[src/gate_ctrl_defs.vh]
`ifndef GATE_CTRL_DEFS_VH
`define GATE_CTRL_DEFS_VH

// ----------------------------------------
// clock and timing
// ----------------------------------------
`define CLK_PERIOD_NS 5
`define T_RST_WINDOW_NS 20000
`define T_CS_HIGH_MIN_NS 400

// ----------------------------------------
// serial word layout
// ----------------------------------------
`define WORD_BITS 16
`define CMD_BITS 5
`define DATA_BITS 11
`define RW_POS 15
`define ADDR_MSB 14
`define ADDR_LSB 11
`define RW_WRITE 1'h0
`define RW_READ 1'h1

// ----------------------------------------
// register addresses
// ----------------------------------------
`define REG_FAULT_STATUS 4'h0
`define REG_WARN_STATUS 4'h1
`define REG_DRIVER_CTRL 4'h2
`define REG_LAST 4'h7

// ----------------------------------------
// field positions and reset values
// ----------------------------------------
`define CLEAR_FAULT_POS 0
`define ST_FAULT_POS 10
`define ST_LATCHED_POS 8
`define ST_UVLO_POS 7
`define ST_THERMAL_POS 6
`define WARN_OVERTEMP_POS 7
`define CFG_RESET 11'h000

`endif

[src/gate_driver_spi_and_mode_ctrl.v]
`timescale 1ns/1ps
`include "gate_ctrl_defs.vh"

module gate_driver_spi_and_mode_ctrl #(
  parameter T_RST_WINDOW_NS = `T_RST_WINDOW_NS,
  parameter CNT_W = 16
) (
  input wire i_clk,
  input wire i_nrst,
  input wire i_enable,
  input wire i_motor_supply_ok,
  input wire i_fault_cond,
  input wire i_overtemp,
  input wire i_sclk,
  input wire i_scs_n,
  input wire i_sdi,
  output reg o_sdo,
  output reg o_sdo_oe,
  output reg o_high_side_gate_en,
  output reg o_low_side_gate_en,
  output reg o_gate_pulldown,
  output reg o_charge_pump_rail_en,
  output reg o_low_side_gate_regulator_en,
  output reg o_digital_supply_regulator_en,
  output reg o_sense_amp_en,
  output reg o_serial_en,
  output reg o_fault_n,
  output reg [`DATA_BITS-1:0] o_driver_ctrl
);
  // longest low time of a reset pulse, rounded down, at least one cycle
  localparam RST_CYC_RAW = T_RST_WINDOW_NS / `CLK_PERIOD_NS;
  localparam RST_CYC = (RST_CYC_RAW < 1) ? 1 : RST_CYC_RAW;
  localparam [CNT_W-1:0] RST_LIMIT = RST_CYC[CNT_W-1:0];

  localparam [2:0] ST_SLEEP = 3'h1;
  localparam [2:0] ST_RUN = 3'h2;
  localparam [2:0] ST_FAULT = 3'h4;

  // ----------------------------------------
  // pin sampling
  // ----------------------------------------
  wire [7:0] lvl;
  wire [7:0] rise;
  wire [7:0] fall;

  // order: sdi, scs_n, sclk, overtemp, fault, supply, enable, spare
  // reset levels match idle pins: select high, enable low, so no false edge follows
  pin_sync #(
    .WIDTH(8),
    .RESET_VAL(8'h02)
  ) u_sync (
    .i_clk(i_clk),
    .i_nrst(i_nrst),
    .i_pin({1'b0, i_enable, i_motor_supply_ok, i_fault_cond, i_overtemp,
            i_sclk, i_scs_n, i_sdi}),
    .o_level(lvl),
    .o_rise(rise),
    .o_fall(fall)
  );

  wire sdi = lvl[0];
  wire scs_n = lvl[1];
  wire scs_fall = fall[1];
  wire scs_rise = rise[1];
  wire sclk_rise = rise[2];
  wire sclk_fall = fall[2];
  wire overtemp = lvl[3];
  wire fault_cond = lvl[4];
  wire supply_ok = lvl[5];
  wire en = lvl[6];
  wire en_rise = rise[6];

  // ----------------------------------------
  // state and storage
  // ----------------------------------------
  reg [2:0] state;
  reg [2:0] next_state;
  reg [CNT_W-1:0] low_cnt;
  reg thermal_flag;
  reg clear_req;
  reg [`WORD_BITS-1:0] rx_shift;
  reg [`DATA_BITS-1:0] tx_shift;
  reg [4:0] bit_cnt;
  reg in_frame;
  reg sdo_bit;
  reg [`DATA_BITS-1:0] cfg [2:7];
  integer k;

  wire sleeping = state[0];
  wire long_low = !en && (low_cnt > RST_LIMIT);
  // high-low-high with the low phase inside the window
  wire valid_pulse = en_rise && (low_cnt != {CNT_W{1'b0}}) &&
                     (low_cnt <= RST_LIMIT) && !sleeping;
  wire fault_reset = clear_req || valid_pulse;
  wire frame_ok = (bit_cnt == 5'h10);
  wire is_write = (rx_shift[`RW_POS] == `RW_WRITE);
  wire [3:0] rx_addr = rx_shift[`ADDR_MSB:`ADDR_LSB];
  wire [`DATA_BITS-1:0] rx_data = rx_shift[`DATA_BITS-1:0];

  // storage window of the map; status and unmapped addresses stay read-only
  function in_storage;
    input [3:0] a;
    begin
      in_storage = (a >= `REG_DRIVER_CTRL) && (a <= `REG_LAST);
    end
  endfunction

  // gate drive needs operating mode, a good supply and a cool die
  function drive_ok;
    input [2:0] st;
    input sup;
    input hot;
    begin
      drive_ok = st[1] && sup && !hot;
    end
  endfunction

  // read side of the register file; addresses past the map read as zero
  function [`DATA_BITS-1:0] read_word;
    input [3:0] a;
    begin
      read_word = `CFG_RESET;
      case (a)
        `REG_FAULT_STATUS: begin
          read_word[`ST_FAULT_POS] = state[2] | thermal_flag | ~supply_ok | overtemp;
          read_word[`ST_LATCHED_POS] = state[2];
          read_word[`ST_UVLO_POS] = ~supply_ok;
          read_word[`ST_THERMAL_POS] = thermal_flag;
        end
        `REG_WARN_STATUS: begin
          read_word[`WARN_OVERTEMP_POS] = overtemp;
        end
        default: begin
          if (in_storage(a)) begin
            read_word = cfg[a[2:0]];
          end
        end
      endcase
    end
  endfunction

  // ----------------------------------------
  // mode sequencing
  // ----------------------------------------
  // next mode from enable, supply and the latched fault
  always @* begin
    next_state = state;
    case (state)
      ST_SLEEP: begin
        if (en && supply_ok) begin
          next_state = ST_RUN;
        end
      end
      ST_RUN: begin
        if (long_low) begin
          next_state = ST_SLEEP;
        end else if (fault_cond) begin
          next_state = ST_FAULT;
        end
      end
      ST_FAULT: begin
        if (long_low) begin
          next_state = ST_SLEEP;
        end else if (!fault_cond && fault_reset) begin
          next_state = ST_RUN;
        end
      end
      default: begin
        next_state = ST_SLEEP;
      end
    endcase
  end

  // low-phase timer; saturates one past the window
  always @(posedge i_clk) begin
    if (!i_nrst) begin
      state <= ST_SLEEP;
      low_cnt <= {CNT_W{1'b0}};
    end else begin
      state <= next_state;
      if (en) begin
        low_cnt <= {CNT_W{1'b0}};
      end else if (low_cnt <= RST_LIMIT) begin
        low_cnt <= low_cnt + {{(CNT_W-1){1'b0}}, 1'b1};
      end
    end
  end

  // thermal flag outlives the condition; a new event beats a clear
  always @(posedge i_clk) begin
    if (!i_nrst) begin
      thermal_flag <= 1'b0;
    end else if (sleeping) begin
      thermal_flag <= 1'b0;
    end else if (overtemp) begin
      thermal_flag <= 1'b1;
    end else if (fault_reset) begin
      thermal_flag <= 1'b0;
    end
  end

  // ----------------------------------------
  // serial receive and frame check
  // ----------------------------------------
  // bit counter saturates at 17 so overruns still read as frame errors
  always @(posedge i_clk) begin
    if (!i_nrst) begin
      in_frame <= 1'b0;
      bit_cnt <= 5'h00;
      rx_shift <= 16'h0000;
      tx_shift <= `CFG_RESET;
      sdo_bit <= 1'b1;
    end else if (sleeping || scs_n) begin
      in_frame <= 1'b0;
      bit_cnt <= 5'h00;
      sdo_bit <= 1'b1;
      if (scs_fall && !sleeping) begin
        in_frame <= 1'b1;
      end
    end else begin
      if (scs_fall) begin
        in_frame <= 1'b1;
      end
      if (in_frame && sclk_fall) begin
        rx_shift <= {rx_shift[`WORD_BITS-2:0], sdi};
        if (bit_cnt != 5'h11) begin
          bit_cnt <= bit_cnt + 5'h01;
        end
        // address complete on the fifth falling edge: latch the old contents
        if (bit_cnt == 5'h04) begin
          tx_shift <= read_word({rx_shift[2:0], sdi});
        end
      end
      if (in_frame && sclk_rise) begin
        if (bit_cnt >= 5'h05 && bit_cnt <= 5'h0f) begin
          sdo_bit <= tx_shift[`DATA_BITS-1];
          tx_shift <= {tx_shift[`DATA_BITS-2:0], 1'b1};
        end else begin
          sdo_bit <= 1'b1; // don't-care command slots left released
        end
      end
    end
  end

  // ----------------------------------------
  // register writes at frame end
  // ----------------------------------------
  // commit only on the select rise after exactly sixteen clocks
  always @(posedge i_clk) begin
    if (!i_nrst) begin
      clear_req <= 1'b0;
      for (k = 2; k <= 7; k = k + 1) begin
        cfg[k] <= `CFG_RESET;
      end
    end else if (sleeping) begin
      clear_req <= 1'b0;
      for (k = 2; k <= 7; k = k + 1) begin
        cfg[k] <= `CFG_RESET;
      end
    end else begin
      clear_req <= 1'b0;
      if (scs_rise && in_frame && frame_ok && is_write &&
          in_storage(rx_addr)) begin
        cfg[rx_addr[2:0]] <= rx_data;
        if (rx_addr == `REG_DRIVER_CTRL) begin
          // clear-fault bit is a strobe, it never reads back as one
          cfg[rx_addr[2:0]][`CLEAR_FAULT_POS] <= 1'b0;
          clear_req <= rx_data[`CLEAR_FAULT_POS];
        end
      end
    end
  end

  // ----------------------------------------
  // registered outputs
  // ----------------------------------------
  // gate drive switches off in sleep, lockout, latched fault or overtemperature
  always @(posedge i_clk) begin
    if (!i_nrst) begin
      o_sdo <= 1'b0;
      o_sdo_oe <= 1'b0;
      o_high_side_gate_en <= 1'b0;
      o_low_side_gate_en <= 1'b0;
      o_gate_pulldown <= 1'b1;
      o_charge_pump_rail_en <= 1'b0;
      o_low_side_gate_regulator_en <= 1'b0;
      o_digital_supply_regulator_en <= 1'b0;
      o_sense_amp_en <= 1'b0;
      o_serial_en <= 1'b0;
      o_fault_n <= 1'b1;
      o_driver_ctrl <= `CFG_RESET;
    end else begin
      o_sdo <= 1'b0; // open drain: only ever pulls low
      o_sdo_oe <= !sleeping && !scs_n && in_frame && !sdo_bit;
      o_high_side_gate_en <= drive_ok(state, supply_ok, overtemp);
      o_low_side_gate_en <= drive_ok(state, supply_ok, overtemp);
      o_gate_pulldown <= !drive_ok(state, supply_ok, overtemp);
      o_charge_pump_rail_en <= !sleeping && !overtemp;
      o_low_side_gate_regulator_en <= !sleeping;
      o_digital_supply_regulator_en <= !sleeping;
      o_sense_amp_en <= !sleeping;
      o_serial_en <= !sleeping;
      o_fault_n <= !(state[2] || overtemp || (!sleeping && !supply_ok));
      o_driver_ctrl <= cfg[2];
    end
  end
endmodule // gate_driver_spi_and_mode_ctrl

[src/pin_sync.v]
`timescale 1ns/1ps
// three-stage sampler for asynchronous pins with agreement filter
module pin_sync #(
  parameter WIDTH = 1,
  parameter [WIDTH-1:0] RESET_VAL = {WIDTH{1'b0}}
) (
  input wire i_clk,
  input wire i_nrst,
  input wire [WIDTH-1:0] i_pin,
  output reg [WIDTH-1:0] o_level,
  output reg [WIDTH-1:0] o_rise,
  output reg [WIDTH-1:0] o_fall
);
  reg [WIDTH-1:0] meta;
  reg [WIDTH-1:0] stage2;
  reg [WIDTH-1:0] stage3;
  reg [WIDTH-1:0] agree;

  // agreement of stages two and three only; first stage feeds stage two alone
  always @* begin
    agree = ~(stage2 ^ stage3);
  end

  // ----------------------------------------
  // sampling chain and edge pulses
  // ----------------------------------------
  always @(posedge i_clk) begin
    if (!i_nrst) begin
      meta <= RESET_VAL;
      stage2 <= RESET_VAL;
      stage3 <= RESET_VAL;
      o_level <= RESET_VAL;
      o_rise <= {WIDTH{1'b0}};
      o_fall <= {WIDTH{1'b0}};
    end else begin
      meta <= i_pin;
      stage2 <= meta;
      stage3 <= stage2;
      o_level <= (agree & stage3) | (~agree & o_level);
      o_rise <= agree & stage3 & ~o_level;
      o_fall <= agree & ~stage3 & o_level;
    end
  end
endmodule // pin_sync

[config.mk]
export PLATFORM = sky130hd
export DESIGN_NAME = gate_driver_spi_and_mode_ctrl
export DESIGN_NICKNAME = d
export VERILOG_FILES = /design/src/gate_driver_spi_and_mode_ctrl.v /design/src/pin_sync.v
export VERILOG_INCLUDE_DIRS = /design/src
export SDC_FILE = /design/constraint.sdc
export NUM_CORES = 1
export LEC_CHECK = 0
export ABC_AREA = 1
export ABC_CLOCK_PERIOD_IN_PS = 2400
export BUFFER_PORTS_ARGS = -buffer_cell sky130_fd_sc_hd__clkbuf_2
export CORE_MARGIN = 5
export CORE_UTILIZATION = 50
export CTS_CLUSTER_SIZE = 24
export DETAILED_ROUTE_END_ITERATION = 10
export GPL_TIMING_DRIVEN = 0
export PLACE_DENSITY = 0.79
export SLEW_MARGIN = 20
export SYNTH_ARGS = -nofsm -noshare
export SYNTH_HDL_FRONTEND = slang
export SYNTH_HIERARCHICAL = 1
export SYNTH_SLANG_ARGS = --single-unit
[constraint.sdc]
create_clock -name i_clk -period 2.4 [get_ports i_clk]
set_input_delay 0.24 -clock i_clk [delete_from_list [all_inputs] [get_ports i_clk]]
set_output_delay 0.24 -clock i_clk [all_outputs]
set_load 0.005 [all_outputs]
==> results of run 1 <==
-- timing repair --
action	CTS	global route
resized for setup	0	5
hold buffers	7	0
setup endpoints to repair	0	50
endpoints found under the hold margin	7	0
-- per-layer routing --
layer	share of wire	up-vias
li1	-	3135
met2	0.49	280
met3	0.073	53
met1	0.40	2935
met4	0.032	0
met5	0	-
-- metrics by stage --
stage | cells | cell area [um2] | worst slack (ps) | hold slack (ps)
after detailed placement | 1209 | 8630 | 135 | 403
after global placement | 1209 | 8630 | 170 | 393
final | 1248 | 9400 | 228 | 160
after floorplan | 964 | 8220 | 559 | 338
after global routing | 1248 | 9400 | 53.5 | 163
after CTS | 1248 | 9380 | 89.5 | 138
-- worst min-delay path: cells and delay by family --
family / cells / cell delay (ps)
buffers and inverters: 2 / 260
and+or+nand+nor: 1 / 40
-- path summary, 6_finish.rpt --
kind	start	to	slack, ps	depth (start not counted)
hold / removal	i_nrst	u_sync/o_fall[1]	160	3
hold reg to reg	u_sync/meta[4]	u_sync/stage2[4]	410	2
setup reg to reg	bit_cnt[1]	cfg[4][8]	230	9
setup / recovery	bit_cnt[1]	cfg[4][8]	230	9
-- flip-flops by register name (all words and copies together), names as in the netlist, 2 cells and up, named ones only --
register,flops
cfg,86
u_sync/o_rise,3
tx_shift,11
bit_cnt,5
u_sync/meta,7
rx_shift,16
u_sync/o_fall,2
state,3
u_sync/stage3,7
low_cnt,16
o_driver_ctrl,11
u_sync/stage2,7
-- layout make-up --
cell class,count,share of cell area
Sequential cell,191,0.499
Clock buffer,21,0.0502
Inverter,131,0.0523
Clock inverter,11,0.0222
Multi-Input combinational cell,608,0.300
Buffer,34,0.0254
Tap cell,216,0.0288
Timing Repair Buffer,36,0.0229
-- report_power, final --
part	internal, W	switching (W)
logic	0.000134	0.000248
registers	0.00355	0.0000664
clock network	0.00204	0.00119
==> flow_summary.json, run 1 <==
{
  "cp_num_buf_inv": 2,
  "busiest_layer": "met2",
  "synth_cells": 943,
  "die_h_um": 138,
  "finalCritPeriodShare": 0.905,
  "cts_tree": "yes",
  "leakagePower_nw": 4.15,
  "final_util": 0.589,
  "tns_ps": 0,
  "root_buffer": "clkbuf_16",
  "finalCriticalPeriod_ps": 2170,
  "grt_use_total": 0.212,
  "avgSynthCellArea_um2": 8.63,
  "cts_setup_buffers": 0,
  "io_pins": 31,
  "rsz0062_at_grt": "no",
  "path_class": "reg2reg",
  "fill_cells": 1357,
  "first_pass_iters": 5,
  "grt_pass1_vias": 6160,
  "fp-row-count": 46,
  "clkSinkCount": 191,
  "start_util": 0.510,
  "skew_ps": 8.71,
  "clock.fmax_ghz": 0.460,
  "seq_area_mm2": 0.00468,
  "hold_class": "in2reg",
  "maxCapViolations": 0,
  "worstPathCellList": "inv_1, ha_1, nand2_1, nor3_1, nand2_1, nor2_4, nand2_2, buf_6, nand2_1",
  "syn2layout_area_growth_pct": 15.5,
  "drtIter0Drc": 692,
  "port_buffers": 29,
  "clk_pin_slew_ps": 70,
  "cp_max_fo": 10,
  "routedWlPerCell_um": 14.9,
  "finalHoldViolations": 0,
  "cp_common_cell": "nand2_1",
  "maxSlewViolCount": 0,
  "p_total_w": 0.00723,
  "max_stage_delay_ps": 330,
  "outcome": "complete, no violations",
  "core_mm2": 0.0159,
  "worstMarginPinSlew_ps": 641,
  "antenna_cells": 0,
  "grt_pass1_wl_mm": 30.3,
  "grt.overflow.total": 0,
  "gp_congestion": 0.891,
  "vias": 6403,
  "max_slew_margin": 0.570,
  "cpMaxStageDelayCell": "dfxtp_1",
  "viasPerCell": 5.13,
  "crit_family": "simple AND/OR/NAND/NOR gates",
  "start_kind": "flip-flop",
  "yosysWarnings": 6,
  "syn_area_mm2": 0.00814,
  "floorplan.die_area_mm2": 0.0189,
  "setup_viol": 0,
  "power_density_mw_per_mm2": 769,
  "grt_max_degree": 17,
  "clockBufferDepth": 2,
  "most-common-layout-cells": "nor2_1, nand2_1, inv_1",
  "gr-usage-met3": 0.0508,
  "routed_wl_mm": 18.6,
  "mostFrequentLayoutCell": "nor2_1",
  "dp_hpwl_mm": 12.6,
  "drc": 0,
  "numCtsBuffers": 17,
  "cts_max_level": 4,
  "insertion_delay_ps": 440,
  "peakVddDrop_uv": 569,
  "worstPathRequired_ps": 2500,
  "multi_input_area_mm2": 0.00281,
  "grtUsageMet2": 0.360,
  "use_met1": 0.257,
  "critPathCaptureType": "flip-flop",
  "layout-drive-gt1-share": 0.111,
  "critical_path_arrival_ps": 2270,
  "ant_nets": 0,
  "antenna_found_initial": 0,
  "fin_nets": 1044,
  "die_width_um": 138
}
Note: power is estimated with default switching activity, not from simulation.
==> inputs of run 2 (changes only) <==
--- a/config.mk
+++ b/config.mk
@@ -15,6 +15,7 @@
 export DETAILED_ROUTE_END_ITERATION = 10
 export GPL_TIMING_DRIVEN = 0
 export PLACE_DENSITY = 0.79
+export RECOVER_POWER = 25
 export SLEW_MARGIN = 20
 export SYNTH_ARGS = -nofsm -noshare
 export SYNTH_HDL_FRONTEND = slang
==> run 2 against run 1 <==
Against the previous run:
- sequential share of layout area grew 0.086 points
- cell area shrank 0.17%
- critical endpoint unchanged
- largest cell class unchanged
- first-iteration DRC count shrank 5.5%
- critical path type unchanged
==> flow_summary.json, run 2 (synthesized netlist as in run 1, its figures left out) <==
{
  "syn2layout_area_growth_pct": 15.3,
  "routed_wl_mm": 18.6,
  "cts_setup_buffers": 0,
  "cpMaxStageDelayCell": "dfxtp_1",
  "finalCritPeriodShare": 0.910,
  "reg2reg_depth": 9,
  "critPathCaptureType": "flip-flop",
  "antenna_found_initial": 0,
  "ant_nets": 0,
  "fill_cells": 1366,
  "outcome": "complete, no violations",
  "io_pins": 31,
  "power_density_mw_per_mm2": 771,
  "skew_ps": 11.1,
  "leakagePower_nw": 4.12,
  "dp_hpwl_mm": 12.6,
  "cts_tree": "yes",
  "grt_pass1_wl_mm": 30.3,
  "clockBufferDepth": 2,
  "max_stage_delay_ps": 330,
  "clk_pin_slew_ps": 70,
  "fp-row-count": 46,
  "startpoint": "bit_cnt[1]",
  "path_class": "reg2reg",
  "seqPwrFrac": 0.500,
  "clock.fmax_ghz": 0.458,
  "final_area_mm2": 0.00938,
  "numCtsBuffers": 17,
  "antenna_cells": 0,
  "fin_nets": 1044,
  "holdPathStages": 3,
  "maxSlewViolCount": 0,
  "largest_register_ff_count": 86,
  "hold_class": "in2reg",
  "insertion_delay_ps": 440,
  "grt_max_degree": 17,
  "p_sw_frac": 0.209,
  "drc": 0,
  "first_pass_iters": 5,
  "die_width_um": 138,
  "top_register": "cfg",
  "grt_pass1_vias": 6160,
  "top_regs": "cfg (86), low_cnt (16), rx_shift (16)",
  "dp_slack_ps": 135,
  "drtIter0Drc": 654,
  "grt.overflow.total": 0,
  "worstPathRequired_ps": 2500,
  "routedWlPerCell_um": 14.9,
  "min_from": "i_nrst",
  "port_buffers": 29,
  "netSwitchingPower_w": 0.00151,
  "tns_ps": 0,
  "cp_common_cell": "nand2_1",
  "critical_path_arrival_ps": 2280,
  "floorplan.die_area_mm2": 0.0189,
  "start_util": 0.510,
  "grt_use_total": 0.212,
  "cts_max_level": 4,
  "finalHoldViolations": 0,
  "vias": 6448,
  "clkSinkCount": 191,
  "rsz0062_at_grt": "no",
  "final_cell_count_no_fill": 1248,
  "most-common-layout-cells": "nor2_1, nand2_1, inv_1",
  "max_slew_margin": 0.584,
  "peakVddDrop_uv": 563,
  "regToRegSetupSlack_ps": 220,
  "cp_max_fo": 10,
  "min_to": "u_sync/o_fall[1]",
  "worstMarginPinSlew_ps": 624,
  "fin_ws_ps": 217,
  "start_kind": "flip-flop",
  "placedCellCount": 1209,
  "die_h_um": 138,
  "finalCriticalPeriod_ps": 2180,
  "pwr-share-comb": 0.052,
  "root_buffer": "clkbuf_16",
  "layout-drive-gt1-share": 0.0998,
  "internal_power_w": 0.00572,
  "setup_viol": 0,
  "worstPathCellList": "inv_1, ha_1, nand2_1, nor3_1, nand2_1, nor2_4, nand2_2, buf_6, nand2_1",
  "p_total_w": 0.00724,
  "mostFrequentLayoutCell": "nor2_1",
  "clock_power_share": 0.447,
  "r2r_start": "bit_cnt[1]",
  "core_mm2": 0.0159,
  "gp_congestion": 0.891,
  "maxCapViolations": 0,
  "worstReg2RegEnd": "cfg[4][8]",
  "viasPerCell": 5.17,
  "dpl_cell_area_mm2": 0.00863
}
-- run 2: cell counts in the layout (fill, tap and decap cells not counted) --
No cell type changed its count.
-- run 2: per-layer routing --
metal	routed length, um	vias up	global-route usage	share of wire
li1	-	3134	-	-
met1	7430	2981	0.257	0.40
met2	9160	282	0.360	0.49
met3	1420	51	0.0508	0.076
met4	616	0	0.0909	0.033
met5	0	-	0	0
-- run 2: cell type report --
class | count | area [um2] | area share
sequential | 191 | 4680 | 0.499
clock buffer | 21 | 472 | 0.0503
multi-input combinational | 608 | 2810 | 0.300
clock inverter | 11 | 209 | 0.0223
timing repair buffer | 36 | 201 | 0.0215
buffer | 34 | 239 | 0.0255
tap | 216 | 270 | 0.0288
inverter | 131 | 492 | 0.0524
-- run 2: what timing repair did --
action,4_1_cts,5_1_grt
setup endpoints to repair,0,50
hold buffers,7,0
gates resized for setup,0,5
hold endpoints to repair,7,0
-- run 2: critical path, delay by kind of cell, from the launching register on --
kind          cells  cell delay, ps
flops             1             330
buf+inv           2             280
fa+ha+maj         1             200
simple gates      6            1030
-- run 2: through the flow --
stage / util / hold WS, ps
floorplan: - / 338
global placement: 0.541 / 393
detailed placement: 0.541 / 403
CTS: 0.589 / 138
global route: 0.588 / 211
finish: 0.588 / 201
-- run 2: worst max-delay path by stage --
stage | to | slack [ps]
floorplan | cfg[4][10] | 560
global placement | cfg[7][4] | 170
detailed placement | cfg[7][7] | 130
CTS | cfg[3][8] | 90
global route | cfg[4][8] | 50
finish | cfg[4][8] | 220
-- run 2: power groups by stage --
stage / Sequential, W / Combinational (W) / Clock (W)
after global placement: 0.00368 / 0.000352 / 0
after detailed placement: 0.00369 / 0.000362 / 0
final: 0.00362 / 0.000378 / 0.00324
after CTS: 0.00362 / 0.000377 / 0.00326
after global routing: 0.00363 / 0.000434 / 0.00342
after floorplan: 0.00367 / 0.000253 / 0
==> inputs of run 3 (changes only) <==
--- a/config.mk
+++ b/config.mk
@@ -16,6 +16,7 @@
 export GPL_TIMING_DRIVEN = 0
 export PLACE_DENSITY = 0.79
 export RECOVER_POWER = 25
+export SETUP_SLACK_MARGIN = 0.5
 export SLEW_MARGIN = 20
 export SYNTH_ARGS = -nofsm -noshare
 export SYNTH_HDL_FRONTEND = slang
==> run 3 against run 2 <==
Against the previous run:
- utilization increased by 2.4 points
- non-clock buffer count rose by 7
- wire length up 3.6%
- cell area rose by 4.1%
- clock skew down 1.0 ps
- combinational power increased by 9.8%
- first-iteration DRC count shrank 6.1%
- fmax rose by 14%
- sequential power about the same
- critical path depth stayed put
- largest power group unchanged
- sequential cell count stayed put
==> flow_summary.json, run 3 (synthesized netlist as in run 1, its figures left out) <==
{
  "clockBufferDepth": 2,
  "crit_family": "simple AND/OR/NAND/NOR gates",
  "clock.fmax_ghz": 0.524,
  "maxSlewViolCount": 0,
  "setup_viol": 0,
  "routed_wl_mm": 19.3,
  "viasPerCell": 5.15,
  "grt_pass1_vias": 6165,
  "holdWs_ps": 190,
  "dp_hpwl_mm": 12.6,
  "routedWlPerCell_um": 15.4,
  "seq_area_mm2": 0.00469,
  "top_regs": "cfg (86), low_cnt (16), rx_shift (16)",
  "floorplan.die_area_mm2": 0.0189,
  "cp_num_buf_inv": 3,
  "fill_cells": 1316,
  "placedCellCount": 1209,
  "dpl_cell_area_mm2": 0.00863,
  "multi_input_area_mm2": 0.00306,
  "power_density_mw_per_mm2": 745,
  "grtUsageMet2": 0.361,
  "numCtsBuffers": 17,
  "final_area_mm2": 0.00976,
  "antenna_found_initial": 0,
  "insertion_delay_ps": 440,
  "tns_ps": 0,
  "start_util": 0.510,
  "skew_ps": 10.1,
  "layout-drive-gt1-share": 0.137,
  "rsz0062_at_grt": "yes",
  "first_pass_iters": 5,
  "top_register": "cfg",
  "busiest_layer": "met2",
  "die_h_um": 138,
  "clk_pin_slew_ps": 60,
  "cpMaxStageDelayCell": "dfxtp_1",
  "use_met1": 0.258,
  "grt_use_total": 0.213,
  "hold_class": "in2reg",
  "die_width_um": 138,
  "grt_max_degree": 17,
  "antenna_cells": 0,
  "gp_congestion": 0.891,
  "mostFrequentLayoutCell": "nor2_1",
  "grt_pass1_wl_mm": 30.5,
  "io_pins": 31,
  "finalHoldViolations": 0,
  "drtIter0Drc": 614,
  "finalCriticalPeriod_ps": 1910,
  "outcome": "complete, no violations",
  "critical_path_arrival_ps": 2060,
  "syn2layout_area_growth_pct": 19.9,
  "most-common-layout-cells": "nor2_1, nand2_1, inv_1",
  "port_buffers": 29,
  "ant_nets": 0,
  "start_kind": "flip-flop",
  "grt.overflow.total": 0,
  "worstPathRequired_ps": 2550,
  "final_cell_count_no_fill": 1257,
  "critPathCaptureType": "flip-flop",
  "worstPathCellList": "inv_1, nand2_1, nor4_4, nand2_2, nor2_4, buf_4, nand2_4, buf_12, nand2_8",
  "root_buffer": "clkbuf_16",
  "cts_max_level": 4,
  "path_class": "reg2reg",
  "max_slew_margin": 0.640,
  "core_mm2": 0.0159,
  "largest_register_ff_count": 86,
  "cp_max_fo": 11,
  "gr-usage-met3": 0.0486,
  "cts_tree": "yes",
  "clkSinkCount": 191,
  "max_stage_delay_ps": 390,
  "fp-row-count": 46,
  "leakagePower_nw": 4.26,
  "worstMarginPinSlew_ps": 540,
  "fin_nets": 1053,
  "peakVddDrop_uv": 562,
  "p_total_w": 0.00727,
  "vias": 6474,
  "maxCapViolations": 0,
  "finalCritPeriodShare": 0.795,
  "drc": 0
}
run 3: layout make-up:
class | count | area share
Sequential cell | 191 | 0.481
Multi-Input combinational cell | 610 | 0.314
Inverter | 131 | 0.0508
Clock buffer | 21 | 0.0483
Buffer | 34 | 0.0297
Tap cell | 216 | 0.0277
Timing Repair Buffer | 43 | 0.0271
Clock inverter | 11 | 0.0214
run 3: power breakdown:
part	internal [W]	total (W)	switching, W
Combinational	0.000149	0.000415	0.000266
Clock	0.00204	0.00324	0.00120
Sequential	0.00355	0.00362	0.0000684
Total	0.00574	0.00727	0.00153
run 3: tightest hold or removal path, stage by stage:
cell      delay (ps)
clkbuf_1         180
inv_2            120
nor2_1            50
run 3: worst paths after layout:
| kind | from | to | slack (ps) | depth (start not counted) |
|---|---|---|---|---|
| min | i_nrst | u_sync/o_fall[1] | 190 | 3 |
| max | state[0] | cfg[2][1] | 490 | 9 |
| min reg2reg | u_sync/meta[4] | u_sync/stage2[4] | 410 | 2 |
| max reg2reg | state[0] | cfg[2][1] | 490 | 9 |
run 3: routing by layer:
layer | share of wire | up-vias
li1 | - | 3157
met1 | 0.39 | 2974
met2 | 0.49 | 286
met3 | 0.082 | 57
met4 | 0.037 | 0
met5 | 0 | -
run 3: per-stage QoR:
step / util / worst slack [ps]
floorplan: - / 559
global placement: 0.541 / 170
detailed placement: 0.541 / 135
CTS: 0.595 / 501
global route: 0.612 / 435
finish: 0.612 / 491
run 3: what timing repair did:
item | 4_1_cts | 5_1_grt
endpoints found under the hold margin | 7 | 0
cloned | 0 | 3
pin swaps | 0 | 6
resized for setup | 27 | 59
setup endpoints to repair | 71 | 100
hold buffers | 7 | 0
buffers inserted | 0 | 6
